**config.mk**
```make
export PLATFORM = sky130hd
export DESIGN_NAME = ubp_host_bus_port
export DESIGN_NICKNAME = d
export VERILOG_FILES = /design/src/ubp_pkg.sv /design/src/ubp_host_bus_port.sv /design/src/ubp_sync.sv
export SDC_FILE = /design/constraint.sdc
export NUM_CORES = 2
export LEC_CHECK = 0
export CAP_MARGIN = 0
export CORE_ASPECT_RATIO = 1.1
export CORE_MARGIN = 5
export CORE_UTILIZATION = 37
export DETAILED_ROUTE_END_ITERATION = 16
export DONT_BUFFER_PORTS = 1
export PLACE_DENSITY = 0.6
export REMOVE_ABC_BUFFERS = 1
export SETUP_SLACK_MARGIN = 0.1
export SYNTH_ARGS = -nofsm -noshare
export SYNTH_HDL_FRONTEND = slang
export SYNTH_SLANG_ARGS = --single-unit
```
**constraint.sdc**
```tcl
create_clock -name CLK -period 6.2 [get_ports CLK]
set_input_delay 1.24 -clock CLK [delete_from_list [all_inputs] [get_ports CLK]]
set_output_delay 1.24 -clock CLK [all_outputs]
set_load 0.01 [all_outputs]
```
**src/ubp_pkg.sv**
```systemverilog
package ubp_pkg;
    // Port select codes on the address pair {controller_half_select, port_kind_select}.
    localparam logic [1:0] UBP_PORT_HC_DATA = 2'h0;
    localparam logic [1:0] UBP_PORT_HC_CMD = 2'h1;
    localparam logic [1:0] UBP_PORT_DC_DATA = 2'h2;
    localparam logic [1:0] UBP_PORT_DC_CMD = 2'h3;
    // Register read indices; the write index has bit 7 set.
    localparam logic [7:0] UBP_IDX_DMA_SETUP = 8'h21;
    localparam logic [7:0] UBP_IDX_BYTE_COUNT = 8'h22;
    localparam logic [7:0] UBP_IDX_CHIP_ID = 8'h27;
    localparam logic [7:0] UBP_IDX_WIDE_SCRATCH = 8'h2c;
    localparam logic [7:0] UBP_IDX_HC_FIFO = 8'h40;
    localparam logic [7:0] UBP_IDX_DC_FIFO = 8'h1c;
    localparam logic [7:0] UBP_IDX_DC_SETUP = 8'h3e;
    localparam int UBP_WRITE_BIT = 7;
    // Fields of dma_setup.
    localparam int UBP_DMA_ENABLE_BIT = 0;
    localparam int UBP_DMA_BURST_BIT = 1;
    localparam int UBP_DMA_COUNT_EN_BIT = 2;
    // Reset values.
    localparam logic [15:0] UBP_DMA_SETUP_RST = 16'h0000;
    localparam logic [15:0] UBP_BYTE_COUNT_RST = 16'h0000;
    localparam logic [15:0] UBP_CHIP_ID_VALUE = 16'h5a01; // Arbitrary value.
    localparam logic [7:0] UBP_CMD_RST = 8'h00;
    // Pin synchroniser depth.
    localparam int UBP_SYNC_STAGES = 3;
endpackage : ubp_pkg

```
**src/ubp_host_bus_port.sv**
```systemverilog
`timescale 1ns/10ps
`default_nettype none
module ubp_host_bus_port
    import ubp_pkg::*;
#(
    parameter int DATA_W = 16,
    parameter int FIFO_WORDS = 64
) (
    input wire logic CLK,                          // 40 MHz clock.
    input wire logic RST_N,                        // Synchronous reset, active low.
    input wire logic CS_N,                         // Chip select, active low.
    input wire logic PORT_KIND_SELECT,             // 1 selects command, 0 data.
    input wire logic CONTROLLER_HALF_SELECT,       // 1 selects device half.
    input wire logic RD_N,                         // Read strobe, active low.
    input wire logic WR_N,                         // Write strobe, active low.
    input wire logic [DATA_W-1:0] DATA_IN,         // Data bus input.
    output logic [DATA_W-1:0] DATA_OUT,            // Data bus output.
    output logic DATA_OE,                          // High while driving data.
    output logic HOST_SIDE_DMA_REQUEST,            // Channel 1 request.
    input wire logic HOST_SIDE_DMA_ACK_N,          // Channel 1 acknowledge.
    output logic DEVICE_SIDE_DMA_REQUEST,          // Channel 2 request.
    input wire logic DEVICE_SIDE_DMA_ACK_N,        // Channel 2 acknowledge.
    input wire logic TRANSFER_END_INPUT            // External end of transfer.
);
    localparam int AW = $clog2(FIFO_WORDS);

    // Refuse widths and depths that the port logic and the wrapping address cannot serve.
    if (DATA_W != 16) begin : g_bad_width
        $error("DATA_W must be 16");
    end
    if (FIFO_WORDS < 2 || FIFO_WORDS > 32768 || (FIFO_WORDS & (FIFO_WORDS - 1)) != 0)
    begin : g_bad_depth
        $error("FIFO_WORDS must be a power of two from 2 to 32768");
    end

    // ------------------------------------------------------------------
    // Pin synchronisers and strobe edges
    // ------------------------------------------------------------------
    logic [7:0] pins_raw, pins_s;
    assign pins_raw = {TRANSFER_END_INPUT, DEVICE_SIDE_DMA_ACK_N, HOST_SIDE_DMA_ACK_N,
                       CONTROLLER_HALF_SELECT, PORT_KIND_SELECT, WR_N, RD_N, CS_N};

    // Idle levels after reset: strobes, select and both acknowledges high, end low.
    ubp_sync #(.WIDTH(8), .RST_VAL(8'h7f)) u_sync (
        .CLK(CLK),
        .RST_N(RST_N),
        .din(pins_raw),
        .dout(pins_s)
    );

    logic cs_s, rd_s, wr_s, a0_s, a1_s, ack1_s, ack2_s, eot_s;
    assign {eot_s, ack2_s, ack1_s, a1_s, a0_s, wr_s, rd_s, cs_s} = pins_s;

    logic rd_n_q, wr_n_q;
    logic [DATA_W-1:0] din_q;
    logic [1:0] port;
    logic ack_any, rd_start, wr_start, rd_end;
    assign port = {a1_s, a0_s};
    assign ack_any = !ack1_s || !ack2_s;
    // Strobe direction decides read or write; a data-phase write also needs bit 7 of the held command.
    assign rd_start = !rd_s && rd_n_q && (!cs_s || ack_any);
    assign wr_start = !wr_s && wr_n_q && (!cs_s || ack_any);
    assign rd_end = rd_s && !rd_n_q;

    // ------------------------------------------------------------------
    // Command, registers and FIFO state
    // ------------------------------------------------------------------
    logic [7:0] hc_cmd_q, hc_cmd_d, dc_cmd_q, dc_cmd_d;
    logic [15:0] dma_setup_q, dma_setup_d, byte_count_q, byte_count_d;
    logic [31:0] wide_q, wide_d;
    logic [15:0] dc_setup_q, dc_setup_d;
    logic phase_q, phase_d;
    logic [15:0] hc_words_q, hc_words_d, dc_words_q, dc_words_d;
    logic [15:0] dma_bytes_q, dma_bytes_d;
    logic [DATA_W-1:0] hc_mem [FIFO_WORDS];
    logic [DATA_W-1:0] dc_mem [FIFO_WORDS];
    logic [DATA_W-1:0] dout_q, dout_d;
    logic oe_q, oe_d;
    logic req1_q, req1_d, req2_q, req2_d;
    logic burst_open_q, burst_open_d;

    logic dma_on, dma_burst, dma_cnt_en, dma_done;
    assign dma_on = dma_setup_q[UBP_DMA_ENABLE_BIT];
    assign dma_burst = dma_setup_q[UBP_DMA_BURST_BIT];
    assign dma_cnt_en = dma_setup_q[UBP_DMA_COUNT_EN_BIT];
    // Internal end when the counted bytes reach the byte count.
    assign dma_done = dma_cnt_en && (dma_bytes_q >= byte_count_q);

    logic hc_wr, dc_wr, hc_rd, dc_rd;
    logic [7:0] cmd;
    logic is_write;
    logic [6:0] idx;
    assign hc_wr = wr_start && ((!cs_s && port == UBP_PORT_HC_DATA) || !ack1_s);
    assign dc_wr = wr_start && ((!cs_s && port == UBP_PORT_DC_DATA) || !ack2_s);
    assign hc_rd = rd_start && ((!cs_s && port == UBP_PORT_HC_DATA) || !ack1_s);
    assign dc_rd = rd_start && ((!cs_s && port == UBP_PORT_DC_DATA) || !ack2_s);
    // Data phases use the held command of their half.
    assign cmd = (hc_wr || hc_rd) ? hc_cmd_q : dc_cmd_q;
    assign is_write = cmd[UBP_WRITE_BIT];
    assign idx = cmd[6:0];

    logic [AW-1:0] hc_addr, dc_addr;
    assign hc_addr = hc_words_q[AW-1:0];
    assign dc_addr = dc_words_q[AW-1:0];
    logic hc_room, dc_room;
    assign hc_room = hc_words_q < {1'b0, byte_count_q[15:1]};
    assign dc_room = dc_words_q < {1'b0, byte_count_q[15:1]};

    // Next-state logic for command, register, FIFO and DMA state.
    always_comb begin
        hc_cmd_d = hc_cmd_q;
        dc_cmd_d = dc_cmd_q;
        dma_setup_d = dma_setup_q;
        byte_count_d = byte_count_q;
        wide_d = wide_q;
        dc_setup_d = dc_setup_q;
        phase_d = phase_q;
        hc_words_d = hc_words_q;
        dc_words_d = dc_words_q;
        dma_bytes_d = dma_bytes_q;
        dout_d = dout_q;
        oe_d = oe_q && !rd_end;
        req1_d = req1_q;
        req2_d = req2_q;
        burst_open_d = burst_open_q;
        // Command phase: low byte only, upper byte is ignored.
        if (wr_start && !cs_s && port == UBP_PORT_HC_CMD) begin
            hc_cmd_d = din_q[7:0];
            phase_d = 1'b0;
            hc_words_d = '0;
            dma_bytes_d = '0;
        end else if (wr_start && !cs_s && port == UBP_PORT_DC_CMD) begin
            dc_cmd_d = din_q[7:0];
            dc_words_d = '0;
            dma_bytes_d = '0;
        end
        // Register and FIFO writes.
        if (hc_wr && is_write) begin
            unique case ({1'b0, idx})
                UBP_IDX_DMA_SETUP: dma_setup_d = din_q;
                UBP_IDX_BYTE_COUNT: byte_count_d = din_q;
                UBP_IDX_WIDE_SCRATCH: begin
                    // Low half first, then high half.
                    if (!phase_q) wide_d[15:0] = din_q;
                    else wide_d[31:16] = din_q;
                    phase_d = !phase_q;
                end
                UBP_IDX_HC_FIFO: begin
                    // Accept words up to half the byte count.
                    if (hc_words_q < {1'b0, byte_count_q[15:1]}) begin
                        hc_words_d = hc_words_q + 16'h0001;
                    end
                end
                default: ;
            endcase
        end
        if (dc_wr && is_write) begin
            if ({1'b0, idx} == UBP_IDX_DC_SETUP) dc_setup_d = din_q;
            if ({1'b0, idx} == UBP_IDX_DC_FIFO &&
                dc_words_q < {1'b0, byte_count_q[15:1]}) begin
                dc_words_d = dc_words_q + 16'h0001;
            end
        end
        // Reads drive the bus until the strobe rises.
        if (hc_rd) begin
            oe_d = 1'b1;
            unique case ({1'b0, idx})
                UBP_IDX_DMA_SETUP: dout_d = dma_setup_q;
                UBP_IDX_BYTE_COUNT: dout_d = byte_count_q;
                UBP_IDX_CHIP_ID: dout_d = UBP_CHIP_ID_VALUE;
                UBP_IDX_WIDE_SCRATCH: begin
                    dout_d = phase_q ? wide_q[31:16] : wide_q[15:0];
                    phase_d = !phase_q;
                end
                UBP_IDX_HC_FIFO: begin
                    dout_d = hc_mem[hc_addr];
                    if (hc_words_q < {1'b0, byte_count_q[15:1]}) begin
                        hc_words_d = hc_words_q + 16'h0001;
                    end
                end
                default: dout_d = 16'h0000;
            endcase
        end else if (dc_rd) begin
            oe_d = 1'b1;
            if ({1'b0, idx} == UBP_IDX_DC_SETUP) dout_d = dc_setup_q;
            else if ({1'b0, idx} == UBP_IDX_DC_FIFO) begin
                dout_d = dc_mem[dc_addr];
                if (dc_words_q < {1'b0, byte_count_q[15:1]}) begin
                    dc_words_d = dc_words_q + 16'h0001;
                end
            end else dout_d = 16'h0000;
        end
        // DMA: count bytes on acknowledged strobes.
        if ((rd_start || wr_start) && ack_any) begin
            dma_bytes_d = dma_bytes_q + 16'h0002;
            burst_open_d = 1'b1;
            // Single-cycle mode drops the request on each word.
            if (!dma_burst) begin
                req1_d = 1'b0;
                req2_d = 1'b0;
            end
        end
        // Raise a request at each burst start once a FIFO command is held.
        if (dma_on && !burst_open_q && ack1_s && ack2_s) begin
            req1_d = (hc_cmd_q[6:0] == UBP_IDX_HC_FIFO[6:0]);
            req2_d = (dc_cmd_q[6:0] == UBP_IDX_DC_FIFO[6:0]);
        end
        if (ack1_s && ack2_s && burst_open_q) burst_open_d = 1'b0;
        // External or internal end terminates the transfer.
        if (eot_s || dma_done || !dma_on) begin
            req1_d = 1'b0;
            req2_d = 1'b0;
            if (eot_s || dma_done) dma_setup_d[UBP_DMA_ENABLE_BIT] = 1'b0;
        end
    end

    // FIFO memory writes; words past half the byte count are dropped.
    always_ff @(posedge CLK) begin
        if (hc_wr && is_write && {1'b0, idx} == UBP_IDX_HC_FIFO && hc_room) begin
            hc_mem[hc_addr] <= din_q;
        end
        if (dc_wr && is_write && {1'b0, idx} == UBP_IDX_DC_FIFO && dc_room) begin
            dc_mem[dc_addr] <= din_q;
        end
    end

    // State registers.
    always_ff @(posedge CLK) begin
        if (!RST_N) begin
            rd_n_q <= 1'b1;
            wr_n_q <= 1'b1;
            din_q <= '0;
            hc_cmd_q <= UBP_CMD_RST;
            dc_cmd_q <= UBP_CMD_RST;
            dma_setup_q <= UBP_DMA_SETUP_RST;
            byte_count_q <= UBP_BYTE_COUNT_RST;
            wide_q <= '0;
            dc_setup_q <= '0;
            phase_q <= 1'b0;
            hc_words_q <= '0;
            dc_words_q <= '0;
            dma_bytes_q <= '0;
            dout_q <= '0;
            oe_q <= 1'b0;
            req1_q <= 1'b0;
            req2_q <= 1'b0;
            burst_open_q <= 1'b0;
        end else begin
            rd_n_q <= rd_s;
            wr_n_q <= wr_s;
            din_q <= DATA_IN;
            hc_cmd_q <= hc_cmd_d;
            dc_cmd_q <= dc_cmd_d;
            dma_setup_q <= dma_setup_d;
            byte_count_q <= byte_count_d;
            wide_q <= wide_d;
            dc_setup_q <= dc_setup_d;
            phase_q <= phase_d;
            hc_words_q <= hc_words_d;
            dc_words_q <= dc_words_d;
            dma_bytes_q <= dma_bytes_d;
            dout_q <= dout_d;
            oe_q <= oe_d;
            req1_q <= req1_d;
            req2_q <= req2_d;
            burst_open_q <= burst_open_d;
        end
    end

    assign DATA_OUT = dout_q;
    assign DATA_OE = oe_q;
    assign HOST_SIDE_DMA_REQUEST = req1_q;
    assign DEVICE_SIDE_DMA_REQUEST = req2_q;

    // ------------------------------------------------------------------
    // Assertions
    // ------------------------------------------------------------------
    property p_id_read;
        @(posedge CLK) disable iff (!RST_N)
        (hc_rd && !ack_any && hc_cmd_q == UBP_IDX_CHIP_ID) |=> (DATA_OE && DATA_OUT == UBP_CHIP_ID_VALUE);
    endproperty
    a_id_read: assert property (p_id_read) else $error("identity read wrong");

    property p_cmd_hold;
        @(posedge CLK) disable iff (!RST_N)
        !(wr_start && !cs_s && port == UBP_PORT_HC_CMD) |=> $stable(hc_cmd_q);
    endproperty
    a_cmd_hold: assert property (p_cmd_hold) else $error("command index changed");

    property p_cmd_load;
        @(posedge CLK) disable iff (!RST_N)
        (wr_start && !cs_s && port == UBP_PORT_DC_CMD) |=> dc_cmd_q == $past(din_q[7:0]);
    endproperty
    a_cmd_load: assert property (p_cmd_load) else $error("command not loaded");

    property p_count_write;
        @(posedge CLK) disable iff (!RST_N)
        (hc_wr && hc_cmd_q == (UBP_IDX_BYTE_COUNT | 8'h80)) |=> byte_count_q == $past(din_q);
    endproperty
    a_count_write: assert property (p_count_write) else $error("byte count write lost");

    property p_eot;
        @(posedge CLK) disable iff (!RST_N)
        eot_s |=> !HOST_SIDE_DMA_REQUEST && !DEVICE_SIDE_DMA_REQUEST;
    endproperty
    a_eot: assert property (p_eot) else $error("request survives transfer end");

    property p_internal_end;
        @(posedge CLK) disable iff (!RST_N)
        dma_done |=> !dma_on ##1 !HOST_SIDE_DMA_REQUEST;
    endproperty
    a_internal_end: assert property (p_internal_end) else $error("count end ignored");

    property p_fifo_limit;
        @(posedge CLK) disable iff (!RST_N)
        (hc_wr && is_write && {1'b0, idx} == UBP_IDX_HC_FIFO && !hc_room)
            |=> $stable(hc_words_q);
    endproperty
    a_fifo_limit: assert property (p_fifo_limit) else $error("fifo past half count");

    property p_single_cycle;
        @(posedge CLK) disable iff (!RST_N)
        ((rd_start || wr_start) && ack_any && !dma_burst)
            |=> !HOST_SIDE_DMA_REQUEST && !DEVICE_SIDE_DMA_REQUEST;
    endproperty
    a_single_cycle: assert property (p_single_cycle) else $error("single cycle held request");

    property p_oe_read_only;
        @(posedge CLK) disable iff (!RST_N)
        $rose(DATA_OE) |-> $past(rd_start);
    endproperty
    a_oe_read_only: assert property (p_oe_read_only) else $error("bus driven without read");
endmodule // ubp_host_bus_port
`default_nettype wire

```
**src/ubp_sync.sv**
```systemverilog
`timescale 1ns/10ps
`default_nettype none
// Three-stage synchroniser; a change counts once stages two and three agree.
module ubp_sync
    import ubp_pkg::*;
#(
    parameter int WIDTH = 1,
    parameter logic [WIDTH-1:0] RST_VAL = '0
) (
    input wire logic CLK,              // System clock.
    input wire logic RST_N,            // Synchronous reset, active low.
    input wire logic [WIDTH-1:0] din,  // Asynchronous input.
    output logic [WIDTH-1:0] dout      // Filtered, synchronised level.
);
    logic [WIDTH-1:0] s1_q, s2_q, s3_q, out_q;
    logic [WIDTH-1:0] out_d;

    // Hold the output where the last two stages disagree.
    always_comb begin
        for (int i = 0; i < WIDTH; i++) begin
            out_d[i] = (s2_q[i] == s3_q[i]) ? s3_q[i] : out_q[i];
        end
    end

    // Shift chain; only stage two reads stage one.
    always_ff @(posedge CLK) begin
        if (!RST_N) begin
            s1_q <= RST_VAL;
            s2_q <= RST_VAL;
            s3_q <= RST_VAL;
            out_q <= RST_VAL;
        end else begin
            s1_q <= din;
            s2_q <= s1_q;
            s3_q <= s2_q;
            out_q <= out_d;
        end
    end

    assign dout = out_q;
endmodule // ubp_sync
`default_nettype wire
```
After elaboration in Yosys (flattened, before gate mapping). Memories as Yosys holds them, arrays and structs flattened. A register that Yosys moved wholly into a read port is not among the register bits. Index checks and enable logic that the tools add are counted.

Memory bits (writable): 2048. Register bits: 215. Word-level logic and storage cells: 170. Output and inout port bits: 19. Bits of input ports: 26. Memories: 2.

Memories: dc_mem (depth 64, width 16, rd ports 1, clocked after Yosys merged registers in 1, wr ports 1, RTL line ubp_host_bus_port.sv:76) `logic [DATA_W-1:0] dc_mem [FIFO_WORDS];`; hc_mem (depth 64, width 16, rd ports 1, clocked after Yosys merged registers in 1, wr ports 1, RTL line ubp_host_bus_port.sv:75) `logic [DATA_W-1:0] hc_mem [FIFO_WORDS];`.

Equality and inequality tests: 21. Bitwise logic cells: 3. Multiplexer cells: 47. Add/sub/neg operators: 3. Order comparisons: 3. Reduce and logical (&&, ||, !) cells: 60.

Operators with widths (count): 16-bit two-way mux (24); 16-bit one-hot mux with 5 select lines (1); 7-bit by 6-bit equality test with 1-bit output, second input constant (5); 16-bit by 1-bit adder with 16-bit output, second input constant (2); 16-bit by 15-bit less-than comparator with 1-bit output (2); 1-bit logical AND (29); 1-bit two-way mux (19); 16-bit by 2-bit adder with 16-bit output, second input constant (1); 16-bit >= comparator (1); 7-bit by 5-bit equality test with 1-bit output, second input constant (2); 7-bit equality test, second input constant (2); 6-bit two-way mux (2); 1-bit zero test (10); 2-bit AND reduction (5); 1-bit equality test (8); 1-bit logical OR (8); 8-bit two-way mux (1); 3-bit AND reduction (2); 2-bit equality test, second input constant (2); 2-bit nonzero test (2); 2-bit OR reduction (2); 1-bit inverter (3); 3-bit nonzero test (1); 2-bit by 1-bit equality test with 1-bit output, second input constant (1); 2 further kinds (2).

Longest topological paths before layout.
Word-level depth: 17. Depth in mapped cells: 13. Mapped depth without buffers: 9.

Cells and area by module. From an unflattened synthesis, not the netlist that was laid out.

Cells, all modules: 5434. Area, all modules: 88336.0 um^2.

Modules (own cells, without submodules): ubp_host_bus_port (area each 87408.8 um^2, sequential area each 65142.5 um^2, times used 1, cells each 5351); ubp_sync (area each 927.1 um^2, sequential area each 640.6 um^2, times used 1, cells each 83).

Worst setup path before layout. Ideal clock, no wire load.

Path kind: reg-to-reg. Start: register hc_cmd_q[0]. End: memory hc_mem[63][0], enable pin. Library setup time: 0.409 ns. Stages on the path, launching flop included: 8. Arrival time: 3.001 ns. Data required time: 5.791 ns. Path buffers: 1. Period minus slack after synthesis: 3.411 ns. Setup slack: 2.789 ns. Cells stage by stage: dfxtp_1 -> or4b_4 -> a2111oi_4 -> a41o_1 -> buf_6 -> nand3b_1 -> a211o_1 -> nor3_1.

Word-level cells in the longest chain between the ends: 6.

Ends and longest elaborated chain: start: declaration (RTL line ubp_host_bus_port.sv:68) `logic [7:0] hc_cmd_q, hc_cmd_d, dc_cmd_q, dc_cmd_d;`; start signal: assignment (RTL line ubp_host_bus_port.sv:252) `hc_cmd_q <= hc_cmd_d;`; 8-bit two-way mux (RTL line ubp_host_bus_port.sv:98) `assign cmd = (hc_wr || hc_rd) ? hc_cmd_q : dc_cmd_q;`; 7-bit equality test (RTL line ubp_host_bus_port.sv:219) `if (hc_wr && is_write && {1'b0, idx} == UBP_IDX_HC_FIFO && hc_room) begin`; 1-bit logical AND (2 in a row) (RTL line ubp_host_bus_port.sv:219); 1-bit two-way mux (RTL line ubp_host_bus_port.sv:219); 1-bit two-way mux (not written as such) (RTL line ubp_host_bus_port.sv:220) `hc_mem[hc_addr] <= din_q;`; end: declaration (RTL line ubp_host_bus_port.sv:75).

Every way passes these cells.

==> summary.md <==
### Hold path
* reg -> reg — class of the tightest hold or removal check
* u_sync.s1_q[0] — startpoint of the lowest-slack hold path
* u_sync.s2_q[0] — endpoint with the worst hold slack
* 1 — Hold Path Cell Cnt

### Synth
* 0 — synth warn
* sky130_fd_sc_hd__edfxtp_1 — Yosys top cell by area
* 2262 — post-synthesis sequential element count
* 0.7107 — fraction of post-synthesis cell area in the top cell type by area
* 16.12 sq um — Synth Area per Inst
* sky130_fd_sc_hd__edfxtp_1 71%, sky130_fd_sc_hd__dfxtp_1 5.0%, sky130_fd_sc_hd__o22ai_1 4.3% — largest cells by area after synthesis
* 5369 — number of instances in the synthesized netlist
* sky130_fd_sc_hd__edfxtp_1 — most common flop cell mapped by yosys
* 0.7602 — fraction of the yosys area taken by sequential cells
* 86530 sq um — area of the mapped netlist
* 90 — Unique masters post-synth
* 2048 — count of flip-flops with a built-in enable after synthesis
* sky130_fd_sc_hd__edfxtp_1 — dominant cell by count in the synthesized netlist
* 2048 x sky130_fd_sc_hd__edfxtp_1, 588 x sky130_fd_sc_hd__o22ai_1, 371 x sky130_fd_sc_hd__nor2_1, 214 x sky130_fd_sc_hd__dfxtp_1, 177 x sky130_fd_sc_hd__clkbuf_1 — most frequent cells after synthesis
* 0 — fraction of registers with async set/reset

### Clocking
* 0 — number of buffers inserted by hold repair at cts
* 0 — Post CTS Setup Buffer Count
* sky130_fd_sc_hd__clkbuf_16 — master cell of the clock root buffer
* 2262 — # clock sinks
* 3 — Max Root-Sink Buffers
* yes — CTS tree
* 4 — CTS H-tree depth
* 0.06 ns — CTS clk-pin slew, worst paths
* 0 — post-cts gate resize count
* 0.88 ns — clock insertion delay at the later pin of the skew report
* 220 — number of buffers created by CTS

### Timing
* 0.02463 — relative slew slack
* 0.8053 — final critical-path share of the clock period
* no — unrepaired setup endpoints after global routing
* 0 — number of hold violations in the final report
* 4.993 ns — shortest period the worst path allows
* 0 — Slew Limit Fails
* 200.3 MHz — maximum frequency from static timing analysis
* 1.450 ns — Worst-Margin Slew
* 1.207 ns — slack of the critical path
* 0 — Setup-failing EPs final
* 0 ns — setup_tns
* 0.05653 ns — worst-case clock skew

### Floorplanning
* 0.3711 — starting utilization of the core area
* 517.2 microns — vertical extent of the die
* 45 — number of primary I/O pins
* 243700 sq um — floorplan die area
* 186 — Std-Cell Rows
* 471.1 microns — width of the die
* 233200 sq um — Std-Cell Core Area

### Setup path
* 46 — worst-path fanout max
* reg -> reg — type of the worst setup path
* flop — Critical Path Source Type
* 1.21 ns — setup slack of the worst register-to-register path
* 10 — cell depth of the worst flop-to-flop path
* flop — Setup crit end kind
* dc_words_q[0] — Reg-to-Reg Start
* 1.08 ns — Crit path largest cell delay
* buf_4 -> nand3_4 -> buf_12 -> buf_4 -> o22ai_1 -> o41ai_1 -> nand4_1 -> or4_1 -> o211a_1 -> o31ai_1 — CP cell instances
* 5.75 ns — Arr. time, crit path
* sky130_fd_sc_hd__buf_4 — library cell appearing most often on the critical path
* 3 — Bufs and invs on worst path
* simple AND/OR/NAND/NOR gates — kind of cell adding the most delay to the critical path
* 6.95 ns — worst endpoint required time
* sky130_fd_sc_hd__o41ai_1 — slowest library cell on the worst path
* DATA_OUT[6] — capture point of the worst reg-to-reg path

### Route
* 6.001 — via density per instance
* 6858 — number of DRC markers in iteration 0
* 274900 microns — total detailed-routing wirelength
* 0 — residual DRC count
* 31.17 microns — average wire per standard cell
* 0 — number of nets with antenna violations after routing
* 52930 — Vias
* 6 — number of iterations in the first detailed-routing pass

### Run
* 0 — Maximum Capacitance Violations

### Global route
* 0 — total global routing overflow
* 51390 — via count of the first global-routing pass
* 0.2194 — global-route usage over all layers
* 87 — pin count of the biggest net entering global routing
* 388900 microns — wire length of the first global-routing pass
* 5 — number of antenna violations at the first check in global routing

### Power and ir drop
* 27.97 nW — leakage power summed over all cells
* 30.20 mW — total chip power
* 306.5 nW/um^2 — areal power density over the cells
* 297.3 uV — maximum vdd ir drop

### Final layout
* 13.85% — P&R area growth vs syn
* 0.4225 — final core utilization
* 0.1634 — share of layout cells above drive strength 1
* 5594 — net count reported at finish

### Placement
* 1.394 ns — Post-Place Worst Slack
* 0.9371 — global placer's final weighted congestion
* 0 — total of buffers placed on input and output ports
* 170000 microns — final HPWL from detailed placement

### Status
* finished clean — run status

==> final cells by class <==
class	count	area [sq um]
fill	20810	134700
sequential	2262	65870
multi-input combinational	2714	19200
clock buffer	269	5783
tap	3102	3881
timing repair buffer	274	2215
clock inverter	147	1375
inverter	50	190.2
antenna	2	5.005
==> worst register-to-register path: cells and delay by family, from the launching register on <==
kind	cells	cell delay, ns
flip-flops	1	0.58
AO/OA/AOI/OAI	4	1.49
AND/OR/NAND/NOR	3	1.56
buffers and inverters	3	1.27
==> layout by cell type (no fill, tap or decap), types with 47 or more instances in the layout <==
cell / n
sky130_fd_sc_hd__o221ai_1: 145
sky130_fd_sc_hd__buf_4: 261
sky130_fd_sc_hd__nand2_1: 170
sky130_fd_sc_hd__nand2b_1: 48
sky130_fd_sc_hd__mux2i_1: 127
sky130_fd_sc_hd__nor4_1: 52
sky130_fd_sc_hd__o22ai_1: 588
sky130_fd_sc_hd__clkinv_2: 48
sky130_fd_sc_hd__edfxtp_1: 2048
sky130_fd_sc_hd__o22a_1: 53
sky130_fd_sc_hd__nor3_1: 65
sky130_fd_sc_hd__inv_1: 47
sky130_fd_sc_hd__nand3_1: 61
sky130_fd_sc_hd__a21oi_1: 162
sky130_fd_sc_hd__o21ai_0: 143
sky130_fd_sc_hd__mux4_2: 70
sky130_fd_sc_hd__mux2_2: 155
sky130_fd_sc_hd__clkbuf_16: 220
sky130_fd_sc_hd__dfxtp_1: 191
sky130_fd_sc_hd__clkinv_1: 48
sky130_fd_sc_hd__nor2_1: 364
==> where the power goes <==
| group | switching, mW | total [mW] | internal (mW) | leakage [nW] |
|---|---|---|---|---|
| Clock | 5.85 | 13.3 | 7.41 | 3.49 |
| Sequential | 0.143 | 16.8 | 16.6 | 18.0 |
| Combinational | 0.168 | 0.184 | 0.0160 | 6.52 |
| Total | 6.16 | 30.2 | 24.0 | 28.0 |
==> how the worst max path moves through the flow <==
stage                             start             to  slack, ns  cells past startpoint
after global routing      dc_words_q[0]    DATA_OUT[6]       0.96                     10
after detailed placement  dc_words_q[0]    DATA_OUT[6]       1.39                     10
after floorplan           hc_words_q[0]  hc_mem[63][0]      -2.16                      2
after global placement    dc_words_q[0]    DATA_OUT[6]       1.48                     10
final                     dc_words_q[0]    DATA_OUT[6]       1.21                     10
after CTS                 dc_words_q[0]    DATA_OUT[6]       1.35                     10
==> per-layer routing <==
metal | wire length [microns] | global-route usage | part of all wire
met3 | 23810 | 0.03730 | 0.087
met2 | 128900 | 0.3532 | 0.47
met4 | 17530 | 0.1184 | 0.064
met1 | 104700 | 0.2851 | 0.38
met5 | 12 | 0 | 0.000044
==> cell families (layout without fill, tap and decap cells) <==
group / after synthesis / in the layout / synth area share
adder cells (fa/ha/maj): 46 / 46 / 0.006651
flip-flops: 2262 / 2262 / 0.7602
AND/OR/NAND/NOR: 976 / 976 / 0.05619
XOR/XNOR: 1 / 1 / 0.0001012
other: 0 / 2 / 0
buffers and inverters: 393 / 740 / 0.01910
AO/OA/AOI/OAI: 1337 / 1337 / 0.1043
multiplexers: 354 / 354 / 0.05341
==> registers in the layout, summed over array words and instances (netlist names), 15 cells and up <==
name	cells
wide_q	32
DATA_OUT	16
din_q	16
hc_words_q	16
hc_mem	1024
byte_count_q	16
dma_bytes_q	15
dc_words_q	16
dc_mem	1024
dc_setup_q	16
dma_setup_q	16
==> through the flow <==
step                      hold slack (ns)  std cells  cell area (sq um)
after global placement             0.3987       8401              91330
after global routing               0.4194       8818              98510
after floorplan                    0.3863       5026              85070
after detailed placement           0.3993       8402              91350
after CTS                          0.3940       8818              98510
final                              0.4156       8820              98520
No activity file was read; power rests on OpenSTA's default activity.
